[config.mk]
export PLATFORM = sky130hd
export DESIGN_NAME = modem_host_frame_forwarder
export DESIGN_NICKNAME = d
export VERILOG_FILES = /design/src/hdl/fwd_pkg.sv /design/src/hdl/modem_host_frame_forwarder.sv
export SDC_FILE = /design/constraint.sdc
export NUM_CORES = 1
export LEC_CHECK = 0
export BUFFER_PORTS_ARGS = -buffer_cell sky130_fd_sc_hd__buf_2
export CAP_MARGIN = 10
export CORE_ASPECT_RATIO = 1.75
export CORE_MARGIN = 5
export CORE_UTILIZATION = 38
export CTS_CLUSTER_SIZE = 40
export DETAILED_ROUTE_END_ITERATION = 12
export PLACE_DENSITY = 0.65
export SETUP_SLACK_MARGIN = 0.1
export SLEW_MARGIN = 10
export SYNTH_ARGS = -nofsm -noshare
export SYNTH_HDL_FRONTEND = slang
export SYNTH_SLANG_ARGS = --single-unit
[constraint.sdc]
create_clock -name mclk -period 15 [get_ports mclk]
set_input_delay 3 -clock mclk [delete_from_list [all_inputs] [get_ports mclk]]
set_output_delay 3 -clock mclk [all_outputs]
set_load 0.005 [all_outputs]
[src/hdl/fwd_pkg.sv]
/*
 * Constants, types and helpers for the downstream/upstream frame forwarder of an internal
 * modem card, sitting between the cable-side MAC and the host bus data mover.
 * Assumes byte-wide frame streams with first-byte and last-byte marks.
 */
// Behaviour
// - host unicast frames go to host
// - broadcast frames go to host
// - multicast forwarded only per operator filter
// - host may add further multicast restriction
// - host cannot read or change operator filter
// - while host sleeps, match wake patterns
// - pattern match drives power-management event pin
// - never pass modem-own-address frames to host
// - no local replies to TEST or XID
// - TEST and XID frames reach host unchanged
// - host outbound frames go upstream, filtered
// - all addresses are 48 bits wide
// - plain MAC forwarding, no spanning tree
// - IPv4 payload carried without change
// - length-field and type-field frames both pass
// - connectionless LLC type 1 with SNAP
// - hold modem address and host address
// - other unicast destinations never reach host
// - own-address frames go to modem stack
package fwd_pkg;
   localparam int          ADDR_W      = 48;
   localparam logic [47:0] BCAST_ADDR  = 48'hFFFF_FFFF_FFFF;
   localparam logic [2:0]  HDR_LAST    = 3'h5;
   localparam int          HASH_W      = 6;
   localparam int          HASH_N      = 64;
   localparam logic [10:0] WIN_LEN     = 11'h006;
   localparam int          GROUP_BIT   = 40;

   typedef enum logic [1:0] {
      ST_HDR  = 2'b00,
      ST_EMIT = 2'b01,
      ST_PASS = 2'b10,
      ST_DROP = 2'b11
   } state_type;

   typedef enum logic [1:0] {
      ROUTE_DROP  = 2'b00,
      ROUTE_HOST  = 2'b01,
      ROUTE_MODEM = 2'b10
   } route_type;

   // folds a destination into an index of the multicast filter tables
   function automatic logic [5:0] mcast_hash(input logic [47:0] a);
      logic [5:0] h;
      h = 6'h00;
      for (int i = 0; i < 8; i++) begin
         h = h ^ 6'(a >> (6 * i));
      end
      return h;
   endfunction
endpackage

[src/hdl/modem_host_frame_forwarder.sv]
/*
 * Frame forwarder: classifies downstream frames by destination and passes them to the
 * host or the modem stack, watches for wake patterns, and forwards host outbound frames.
 * Assumes synchronous byte streams; filter and address inputs are quasi-static, and the
 * operator filter inputs are driven only by the modem's own provisioning logic.
 */
`timescale 1ns/100ps
`default_nettype none
module modem_host_frame_forwarder (
   // clock, reset, enable
   input  wire logic               mclk,
   input  wire logic               rst,
   input  wire logic               ce,
   // addresses
   input  wire logic [47:0]        own_addr,
   input  wire logic [47:0]        host_addr,
   // operator multicast filter (no host path)
   input  wire logic [63:0]        op_mcast_allow,
   // host multicast restriction
   input  wire logic [63:0]        host_mcast_allow,
   // wake pattern set-up
   input  wire logic               host_asleep,
   input  wire logic               wake_enable,
   input  wire logic [47:0]        wake_pattern,
   input  wire logic [5:0]         wake_mask,
   input  wire logic [10:0]        wake_offset,
   // power-management event pin, open drain
   output logic                    pme_out,
   output logic                    pme_oe,
   // downstream from cable MAC
   input  wire logic               ds_valid,
   input  wire logic [7:0]         ds_data,
   input  wire logic               ds_sof,
   input  wire logic               ds_eof,
   output logic                    ds_ready,
   // toward host
   output logic                    host_valid,
   output logic [7:0]              host_data,
   output logic                    host_sof,
   output logic                    host_eof,
   // toward modem stack
   output logic                    modem_valid,
   output logic [7:0]              modem_data,
   output logic                    modem_sof,
   output logic                    modem_eof,
   // outbound from host
   input  wire logic               us_in_valid,
   input  wire logic [7:0]         us_in_data,
   input  wire logic               us_in_sof,
   input  wire logic               us_in_eof,
   input  wire logic               us_enable,
   // toward cable MAC
   output logic                    us_out_valid,
   output logic [7:0]              us_out_data,
   output logic                    us_out_sof,
   output logic                    us_out_eof
);

   fwd_pkg::state_type state;
   fwd_pkg::state_type next_state;
   fwd_pkg::route_type route;
   fwd_pkg::route_type next_route;
   logic [2:0]         cnt;
   logic [2:0]         idx;
   logic               last_q;
   logic [7:0]         hdr [0:5];
   logic [47:0]        dest_now;
   logic [47:0]        dest_q;
   logic               accept;
   logic               out_valid;
   logic [7:0]         out_data;
   logic               out_sof;
   logic               out_eof;
   logic [10:0]        pos;
   logic [10:0]        cur_pos;
   logic [10:0]        rel;
   logic               in_win;
   logic               byte_ok;
   logic [2:0]         win_seen;
   logic               win_miss;
   logic               frame_to_host;

   // classification in fixed order, every address 48 bits wide
   function automatic fwd_pkg::route_type classify(input logic [47:0] d);
      logic [5:0] h;
      h = fwd_pkg::mcast_hash(d);
      if (d == own_addr) begin
         return fwd_pkg::ROUTE_MODEM;
      end else if (d == host_addr) begin
         return fwd_pkg::ROUTE_HOST;
      end else if (d == fwd_pkg::BCAST_ADDR) begin
         return fwd_pkg::ROUTE_HOST;
      end else if (d[fwd_pkg::GROUP_BIT] && op_mcast_allow[h] && host_mcast_allow[h]) begin
         return fwd_pkg::ROUTE_HOST;
      end else begin
         return fwd_pkg::ROUTE_DROP;
      end
   endfunction

   assign accept   = ds_valid && ds_ready;
   assign dest_now = {hdr[0], hdr[1], hdr[2], hdr[3], hdr[4], ds_data};
   assign dest_q   = {hdr[0], hdr[1], hdr[2], hdr[3], hdr[4], hdr[5]};

   // next state; header is held back so routing is known before the first byte leaves
   always_comb begin
      next_state = state;
      next_route = classify(dest_now);
      case (state)
         fwd_pkg::ST_HDR: begin
            if (accept && (cnt != 3'h0 || ds_sof)) begin
               if (cnt == fwd_pkg::HDR_LAST) begin
                  if (next_route != fwd_pkg::ROUTE_DROP) begin
                     next_state = fwd_pkg::ST_EMIT;
                  end else if (!ds_eof) begin
                     next_state = fwd_pkg::ST_DROP;
                  end
               end
            end
         end
         fwd_pkg::ST_EMIT: begin
            if (idx == fwd_pkg::HDR_LAST) begin
               next_state = last_q ? fwd_pkg::ST_HDR : fwd_pkg::ST_PASS;
            end
         end
         fwd_pkg::ST_PASS, fwd_pkg::ST_DROP: begin
            if (accept && ds_eof) begin
               next_state = fwd_pkg::ST_HDR;
            end
         end
         default: next_state = fwd_pkg::ST_HDR;
      endcase
   end

   // state, route and the stall toward the cable side during header replay
   always_ff @(posedge mclk or posedge rst) begin
      if (rst) begin
         state    <= fwd_pkg::ST_HDR;
         route    <= fwd_pkg::ROUTE_DROP;
         ds_ready <= 1'b1;
      end else if (ce) begin
         state    <= next_state;
         ds_ready <= (next_state != fwd_pkg::ST_EMIT);
         if (state == fwd_pkg::ST_HDR && accept && cnt == fwd_pkg::HDR_LAST) begin
            route <= next_route;
         end
      end
   end

   // header byte counter; runt frames under six bytes are discarded
   always_ff @(posedge mclk or posedge rst) begin
      if (rst) begin
         cnt    <= 3'h0;
         last_q <= 1'b0;
      end else if (ce) begin
         if (state == fwd_pkg::ST_HDR && accept && (cnt != 3'h0 || ds_sof)) begin
            if (cnt == fwd_pkg::HDR_LAST || ds_eof) begin
               cnt <= 3'h0;
            end else begin
               cnt <= cnt + 3'h1;
            end
            last_q <= ds_eof;
         end
      end
   end

   // header store, one byte register per destination octet
   for (genvar g = 0; g < 6; g++) begin : g_hdr
      always_ff @(posedge mclk or posedge rst) begin
         if (rst) begin
            hdr[g] <= 8'h00;
         end else if (ce) begin
            if (state == fwd_pkg::ST_HDR && accept && cnt == 3'(g) && (g != 0 || ds_sof)) begin
               hdr[g] <= ds_data;
            end
         end
      end
   end

   // replay index over the held header
   always_ff @(posedge mclk or posedge rst) begin
      if (rst) begin
         idx <= 3'h0;
      end else if (ce) begin
         if (state == fwd_pkg::ST_EMIT) begin
            idx <= idx + 3'h1;
         end else begin
            idx <= 3'h0;
         end
      end
   end

   // byte that leaves this cycle; payload is never touched, so LLC, SNAP and IP pass as is
   always_comb begin
      out_valid = 1'b0;
      out_data  = ds_data;
      out_sof   = 1'b0;
      out_eof   = 1'b0;
      if (state == fwd_pkg::ST_EMIT) begin
         out_valid = 1'b1;
         out_data  = hdr[idx];
         out_sof   = (idx == 3'h0);
         out_eof   = (idx == fwd_pkg::HDR_LAST) && last_q;
      end else if (state == fwd_pkg::ST_PASS && accept) begin
         out_valid = 1'b1;
         out_eof   = ds_eof;
      end
   end

   // output registers steered by the stored route
   always_ff @(posedge mclk or posedge rst) begin
      if (rst) begin
         host_valid  <= 1'b0;
         host_data   <= 8'h00;
         host_sof    <= 1'b0;
         host_eof    <= 1'b0;
         modem_valid <= 1'b0;
         modem_data  <= 8'h00;
         modem_sof   <= 1'b0;
         modem_eof   <= 1'b0;
      end else if (ce) begin
         host_valid  <= out_valid && (route == fwd_pkg::ROUTE_HOST);
         host_data   <= out_data;
         host_sof    <= out_sof;
         host_eof    <= out_eof;
         modem_valid <= out_valid && (route == fwd_pkg::ROUTE_MODEM);
         modem_data  <= out_data;
         modem_sof   <= out_sof;
         modem_eof   <= out_eof;
      end
   end

   // wake window: six masked bytes starting at a programmed frame offset
   // a frame start is byte 0 whatever pos still holds from the last frame
   assign cur_pos = (state == fwd_pkg::ST_HDR && ds_sof) ? 11'h000 : pos;
   assign rel     = cur_pos - wake_offset;
   assign in_win  = (cur_pos >= wake_offset) && (rel < fwd_pkg::WIN_LEN);
   assign byte_ok = !wake_mask[3'(rel)] ||
                    (ds_data == 8'(wake_pattern >> (8 * (5 - int'(rel[2:0])))));
   assign frame_to_host = (state == fwd_pkg::ST_HDR) ? (next_route == fwd_pkg::ROUTE_HOST)
                                                     : (route == fwd_pkg::ROUTE_HOST);

   // byte position and window progress, restarted at every frame start
   always_ff @(posedge mclk or posedge rst) begin
      if (rst) begin
         pos      <= 11'h000;
         win_seen <= 3'h0;
         win_miss <= 1'b0;
      end else if (ce) begin
         if (accept && ds_sof && state == fwd_pkg::ST_HDR) begin
            pos      <= 11'h001;
            win_seen <= (wake_offset == 11'h000) ? 3'h1 : 3'h0;
            win_miss <= (wake_offset == 11'h000) && !byte_ok;
         end else if (accept && pos != 11'h7FF) begin
            pos <= pos + 11'h001;
            if (in_win) begin
               win_seen <= win_seen + 3'h1;
               win_miss <= win_miss || !byte_ok;
            end
         end
      end
   end

   // event pin: held low while asleep after a hit, released once the host wakes
   always_ff @(posedge mclk or posedge rst) begin
      if (rst) begin
         pme_out <= 1'b0;
         pme_oe  <= 1'b0;
      end else if (ce) begin
         pme_out <= 1'b0;
         if (!host_asleep) begin
            pme_oe <= 1'b0;
         end else if (wake_enable && accept && ds_eof && frame_to_host && !(in_win && !byte_ok)
                      && !win_miss && (win_seen + 3'(in_win)) == 3'h6) begin
            pme_oe <= 1'b1;
         end
      end
   end

   // outbound path, one register stage, gated by the modem's upstream filter
   always_ff @(posedge mclk or posedge rst) begin
      if (rst) begin
         us_out_valid <= 1'b0;
         us_out_data  <= 8'h00;
         us_out_sof   <= 1'b0;
         us_out_eof   <= 1'b0;
      end else if (ce) begin
         us_out_valid <= us_in_valid && us_enable;
         us_out_data  <= us_in_data;
         us_out_sof   <= us_in_sof;
         us_out_eof   <= us_in_eof;
      end
   end

   // checks
   own_block_a: assert property (
      @(posedge mclk) disable iff (rst) host_valid && host_sof |-> dest_q != own_addr)
      else $error("own-address frame reached host");

   modem_route_a: assert property (
      @(posedge mclk) disable iff (rst) modem_valid && modem_sof |-> dest_q == own_addr)
      else $error("non-own frame sent to modem stack");

   host_unicast_a: assert property (
      @(posedge mclk) disable iff (rst)
      host_valid && host_sof |-> dest_q == host_addr || dest_q[fwd_pkg::GROUP_BIT])
      else $error("foreign unicast reached host");

   bcast_route_a: assert property (
      @(posedge mclk) disable iff (rst)
      ce && state == fwd_pkg::ST_HDR && accept && cnt == fwd_pkg::HDR_LAST
      && dest_now == fwd_pkg::BCAST_ADDR && own_addr != fwd_pkg::BCAST_ADDR
      |=> route == fwd_pkg::ROUTE_HOST && state == fwd_pkg::ST_EMIT)
      else $error("broadcast not routed to host");

   mcast_filter_a: assert property (
      @(posedge mclk) disable iff (rst)
      host_valid && host_sof && dest_q[fwd_pkg::GROUP_BIT] && dest_q != fwd_pkg::BCAST_ADDR
      && dest_q != own_addr && dest_q != host_addr
      |-> op_mcast_allow[fwd_pkg::mcast_hash(dest_q)] && host_mcast_allow[fwd_pkg::mcast_hash(dest_q)])
      else $error("filtered multicast reached host");

   replay_stall_a: assert property (
      @(posedge mclk) disable iff (rst)
      ce && state == fwd_pkg::ST_HDR && next_state == fwd_pkg::ST_EMIT
      |=> !ds_ready [*6])
      else $error("header replay not stalled for six cycles");

   payload_pass_a: assert property (
      @(posedge mclk) disable iff (rst)
      ce && state == fwd_pkg::ST_PASS && accept && route == fwd_pkg::ROUTE_HOST
      |=> host_valid && host_data == $past(ds_data) && host_eof == $past(ds_eof))
      else $error("payload byte altered or lost");

   pme_cause_a: assert property (
      @(posedge mclk) disable iff (rst) $rose(pme_oe) |-> $past(host_asleep) && $past(wake_enable))
      else $error("event pin raised without sleeping host");

   pme_release_a: assert property (
      @(posedge mclk) disable iff (rst) ce && !host_asleep |=> !pme_oe && !pme_out)
      else $error("event pin held while host awake");

   upstream_fwd_a: assert property (
      @(posedge mclk) disable iff (rst)
      ce && us_in_valid && us_enable |=> us_out_valid && us_out_data == $past(us_in_data))
      else $error("outbound byte not forwarded");

endmodule // modem_host_frame_forwarder
`default_nettype wire

### Word-level counts from Yosys, hierarchy flattened

Index checks and enable logic that the tools add are counted.
Widths: inputs -> output; s select.

| storage, ports and cells | value |
|---|---|
| bits in registers | 99 |

| cells by class | value |
|---|---|
| add/subtract/negate cells | 7 |
| $lt $le $gt $ge | 5 |
| equality and inequality tests | 20 |
| reductions and logical operators | 59 |
| multiplexer cells | 42 |
| shifts and indexed selects | 1 |
| bitwise gates (word level) | 8 |

Operators with widths:

| kind | count |
|---|---|
| $eq 48x48->1 | 2 |
| $eq 48x48->1 const B | 1 |
| $shr 48x32->8 | 1 |
| $xor 6x6->6 | 7 |
| $mux 11 | 3 |
| $logic_and 1x1->1 | 32 |
| $bmux 8 s3 | 1 |
| $mux 8 | 3 |
| $mux 2 | 10 |
| $reduce_and 2->1 | 9 |
| $mux 1 | 16 |
| $mux 3 | 5 |
| $bmux 1 s6 | 2 |
| $eq 3x3->1 const B | 4 |
| $add 11x1->11 const B | 1 |
| $ge 11x11->1 | 1 |
| $logic_not 11->1 | 1 |
| $lt 11x3->1 const B | 1 |
| $ne 11x11->1 const B | 1 |
| $sub 11x11->11 | 1 |
| $add 3x1->3 const B | 3 |
| $eq 8x8->1 | 1 |
| $lt 6x7->1 const B | 1 |
| $eq 2x1->1 const B | 3 |
| other kinds (19) | 32 |

### Longest topological paths before layout

| depth | value |
|---|---|
| depth after elaboration | 23 |
| gate-level depth with buffers | 22 |

### Worst setup path before layout

Ideal clock, no wire load.

| path | value |
|---|---|
| kind | input-to-reg |
| start | input ds_sof |
| end | register pme_oe |
| data required time | 14.913 ns |
| stages on the path | 18 |
| setup time | 0.087 ns |
| setup slack | 7.934 ns |
| arrival | 6.980 ns |
| cells stage by stage | nand2_1 clkbuf_1 nand2_1 ha_1 fa_1 clkbuf_1 inv_1 ha_1 clkbuf_1 mux4_2 a22oi_1 nor4bb_1 a31oi_1 o32ai_1 and4_1 o311ai_1 or4_1 o211ai_1 |

| between the ends | value |
|---|---|
| word-level cells in the longest chain between the ends | 15 |
| elaborated cells on any way between the ends | 23 |

Ends and longest elaborated chain:

| what | line | RTL |
|---|---|---|
| from (decl) | modem_host_frame_forwarder.sv:33 | `input wire logic ds_sof,` |
| $logic_and 1x1->1 * | modem_host_frame_forwarder.sv:234 | `assign cur_pos = (state == fwd_pkg::ST_HDR && ds_sof) ? 11'h000 : pos;` |
| $mux 11 * | modem_host_frame_forwarder.sv:234 |  |
| $sub 11x11->11 | modem_host_frame_forwarder.sv:235 | `assign rel = cur_pos - wake_offset;` |
| $sub 3x3->4 or $bmux 1 s3 (tied branches) | modem_host_frame_forwarder.sv:238, modem_host_frame_forwarder.sv:237 |  |
| $shr 48x32->8 or $mux 1 (tied branches) | modem_host_frame_forwarder.sv:238, modem_host_frame_forwarder.sv:237 |  |
| $eq 8x8->1 or $logic_not 1->1 (tied branches) | modem_host_frame_forwarder.sv:238, modem_host_frame_forwarder.sv:237 |  |
| $logic_or 1x1->1 | modem_host_frame_forwarder.sv:237 | `assign byte_ok = !wake_mask[3'(rel)] \|\|` |
| $logic_not 1->1 | modem_host_frame_forwarder.sv:272 | `end else if (wake_enable && accept && ds_eof && frame_to_host && !(in_win && !byte_ok)` |
| $logic_and 1x1->1 | modem_host_frame_forwarder.sv:272 |  |
| $logic_not 1->1 | modem_host_frame_forwarder.sv:272 |  |
| $logic_and 1x1->1 | modem_host_frame_forwarder.sv:272 |  |
| $logic_and 1x1->1 | modem_host_frame_forwarder.sv:273 | `&& !win_miss && (win_seen + 3'(in_win)) == 3'h6) begin` |
| $logic_and 1x1->1 * | modem_host_frame_forwarder.sv:273 |  |
| $ne 2x1->1 (no line) * | -- |  |
| $reduce_and 2->1 (no line) * | -- |  |
| to (signal assigned) | modem_host_frame_forwarder.sv:267 | `pme_oe <= 1'b0;` |
| to (signal assigned) | modem_host_frame_forwarder.sv:271 | `pme_oe <= 1'b0;` |
| to (signal assigned) | modem_host_frame_forwarder.sv:274 | `pme_oe <= 1'b1;` |
| to (decl) | modem_host_frame_forwarder.sv:29 | `output logic pme_oe,` |

Every way passes the cells marked *; elsewhere a longest branch is shown, timed or not. The select of a mux whose other input is x is not followed.
A chain may end at the register's enable or synchronous reset.

### Worst setup path in the final report

Same ends and word-level chain as after synthesis.

==> metrics.txt <==
DR WL/cell ~22 µm; Critical Path Max Stage Delay 0.77 ns; Least-Margin Pin Slew ~0.97 ns; number of port buffers around 350; TritonCTS clock tree yes; Clock Latency Late Sink 0.35 ns; # nets final roughly 1600; Final Hold Fails 0; Total Neg Setup Slack 0 ns; vias per cell 5.49; final setup violation count 0; average cell area after synthesis 9.03 µm²; post-DP HPWL roughly 28000 µm; Startpoint Class input port; Die Area approximately 26000 µm²; Final Util 0.472; Antenna Nets Post-Route 0; placer congestion estimate 0.977; clock skew between 0.01 and 0.015 ns; largest net degree at the start of global routing 74; Longest Clk Path Bufs 2; ANT cells 0; RSZ-0062 raised after global routing no; antenna violations before repair 0; CTS buffer count 9; DRC errors left 0; Post-synth EDFFs 0; area share of the largest cell type after synthesis 0.285; worst-path fanout max 15; Post-Synth XOR/XNOR Area 0.157; DRT Wirelength 33600 µm; number of post-CTS setup repair buffers 0; fmax 138 MHz; cells taking the most area after synthesis dfrtp_1 28%, xor2_1 11%, mux2_2 8.9%, mux4_2 5.5%, nand2_1 4.8%; Worst EP arrival around 7.5 ns; delay-heaviest family, CP simple AND/OR/NAND/NOR gates; Worst setup EP type flip-flop; H-tree depth 3; count of different cell masters after synthesis 71; async set or reset register ratio after synthesis 1.00; total clock sinks 99; Mapped Nets between 1000 and 1500; Filler cells 2206; DRT iter0 DRCs 378; Clock transition at path regs about 0.070 ns; Hold Startpoint dest_q[3]; WP buf/inv 2; Chip Width 124 µm; vias in the first global route between 8000 and 9000; Leak 5.15 nW; first-pass GRT wire length roughly 49000 µm; CTS Hold Bufs 0; Yosys warning count 0; Slew Limit Fails 0; PwrDens 223 nW/µm²; post-synth top area cell dfrtp_1; Boundary Pins approximately 350; crit path max-delay cell type fa_1; WS Path Type input port to flip-flop; number of register bits inferred by synthesis slightly below 100; largest family of logic cells by synthesized area simple AND/OR/NAND/NOR gates; row count 73; part of the cycle the worst path needs 0.484; Initial Util 0.382; Post-synth top flop dfrtp_1; Via Count 8419; Slew HR 0.348; CP Cell Sequence buf_2 -> nand2_1 -> nand2_1 -> ha_1 -> fa_1 -> inv_1 -> ha_1 -> nor2b_1 -> a22oi_1 -> nor4bb_1 -> a31oi_1 -> o32ai_1 -> and4_1 -> o311ai_1 -> or4_1 -> o211ai_1; mux share of post-synthesis cell area 0.159; sequential area share after synthesis 0.288; post-cts resize count 0; Critical Path RT 15.27 ns; proportion of layout cells with a drive suffix above 1 0.381; number of max-cap violations 0; Mapped Cells roughly 950; DR pass1 iterations 5; crit path from ds_sof; reg2reg start state[1]; Period minus WS final about 7.3 ns; Core Area 22600 µm²; post-synthesis compound-gate area fraction 0.111; height of the die 209 µm; status completed; Hold Crit Class flip-flop to flip-flop; total track usage 0.252; Root Buffer clkbuf_16; Synth Area in Adders 0.0386; Peak supply drop 0.204 mV; synthesized cell area around 8600 µm²; Post-Synth Simple-Gate Area 0.177; overflow left after global routing 0; Layout area overhead 23.4%
==> final cells by class <==
| class | instances | area [µm²] | area share |
|---|---|---|---|
| repair buffers | 355 | 1790 | 0.168 |
| flip-flops and latches | 99 | 2480 | 0.233 |
| clock inverters | 7 | 60.1 | 0.00565 |
| clock buffers | 9 | 225 | 0.0212 |
| multi-input cells | 717 | 5540 | 0.521 |
| well taps | 300 | 375 | 0.0353 |
| inverters | 46 | 175 | 0.0165 |
==> power by group <==
| part | total [mW] | switching [mW] | internal [mW] |
|---|---|---|---|
| combinational | 1.57 | 0.833 | 0.737 |
| sequential | 0.578 | 0.221 | 0.357 |
| clock | 0.227 | 0.111 | 0.115 |
==> Yosys cell counts, types with 4 or more instances <==
cell type,n
nand2_1,111
xor2_1,110
dfrtp_1,98
mux2_2,68
clkbuf_1,58
nor2_1,48
inv_1,45
xnor2_1,39
nor4_1,31
nand3_1,30
o21ai_0,28
nand4_1,26
ha_1,25
mux4_2,21
a21oi_1,19
buf_2,16
a31oi_1,12
buf_4,12
nand2b_1,12
nor3_1,12
a22oi_1,10
and2_1,9
a221o_1,7
and3_1,7
o32ai_1,7
a311o_1,6
o211ai_1,6
mux2i_1,5
a311oi_1,4
nor4bb_1,4
o21a_1,4
or3_1,4
==> routing by layer <==
metal / vias to the layer above / track usage / routed length [µm]
met3: 92 / 0.0349 / 2580
met1: 4016 / 0.254 / 11100
met5: - / 0 / 0
met4: 0 / 0.140 / 1890
li1: 3912 / - / -
met2: 399 / 0.477 / 18100
==> logic make-up (layout without fill, tap and decap cells) <==
| kind of cell | count (synthesis) | count (layout) |
|---|---|---|
| buffers and inverters | 138 | 417 |
| multiplexers | 97 | 97 |
| XOR/XNOR | 152 | 152 |
| flip-flops | 99 | 99 |
| AO/OA/AOI/OAI | 131 | 131 |
| AND/OR/NAND/NOR | 310 | 310 |
| other | 1 | 1 |
| adder cells (fa/ha/maj) | 26 | 26 |
==> final timing paths <==
kind,to,slack (ns),cells past startpoint
max,pme_oe,7.74,16
min,dest_q[3],0.47,2
max reg2reg,pme_oe,9.86,16
min reg2reg,dest_q[3],0.47,2
max in group asynchronous,dest_now[47],11.13,3
min in group asynchronous,us_out_data[0],2.62,2
==> cell usage in the layout (no fill, tap or decap), types with 25 or more instances in the layout <==
| master | instances |
|---|---|
| dfrtp_1 | 98 |
| inv_1 | 44 |
| xnor2_1 | 39 |
| buf_2 | 351 |
| nand4_1 | 26 |
| ha_1 | 25 |
| nand3_1 | 30 |
| mux2_2 | 68 |
| nand2_1 | 111 |
| nor4_1 | 31 |
| xor2_1 | 110 |
| nor2_1 | 48 |
| o21ai_0 | 28 |
==> stage by stage <==
step	std cells	setup slack, ns	cell area, µm²	total power [mW]	hold slack (ns)
after floorplan	954	7.93	8620	1.76	0.441
after global placement	1517	7.56	10400	2.13	0.454
after detailed placement	1517	7.44	10400	2.15	0.459
after CTS	1533	7.79	10600	2.39	0.477
after global routing	1533	7.29	10600	2.55	0.503
final	1533	7.74	10600	2.37	0.474
==> registers in the layout, summed over array words and instances (netlist names) <==
register	cells
us_out_eof	1
ds_ready	1
cnt	3
us_out_data	8
last_q	1
modem_eof	1
us_out_sof	1
dest_now	40
pme_oe	1
pos	11
modem_data	8
route	2
host_valid	1
idx	3
dest_q	8
modem_sof	1
win_seen	3
win_miss	1
state	2
us_out_valid	1
modem_valid	1
==> worst reg2reg max path: stages, from the launching register on <==
cell and delay (ns):
dfrtp_1 0.49, nor2_1 0.14, nand2_1 0.35, nand2_1 0.12, ha_1 0.23, fa_1 0.77, inv_1 0.14, ha_1 0.51
nor2b_1 0.49, a22oi_1 0.23, nor4bb_1 0.31, a31oi_1 0.08, o32ai_1 0.17, and4_1 0.32, o311ai_1 0.15, or4_1 0.41
o211ai_1 0.16
No activity file was read; power rests on OpenSTA's default activity.
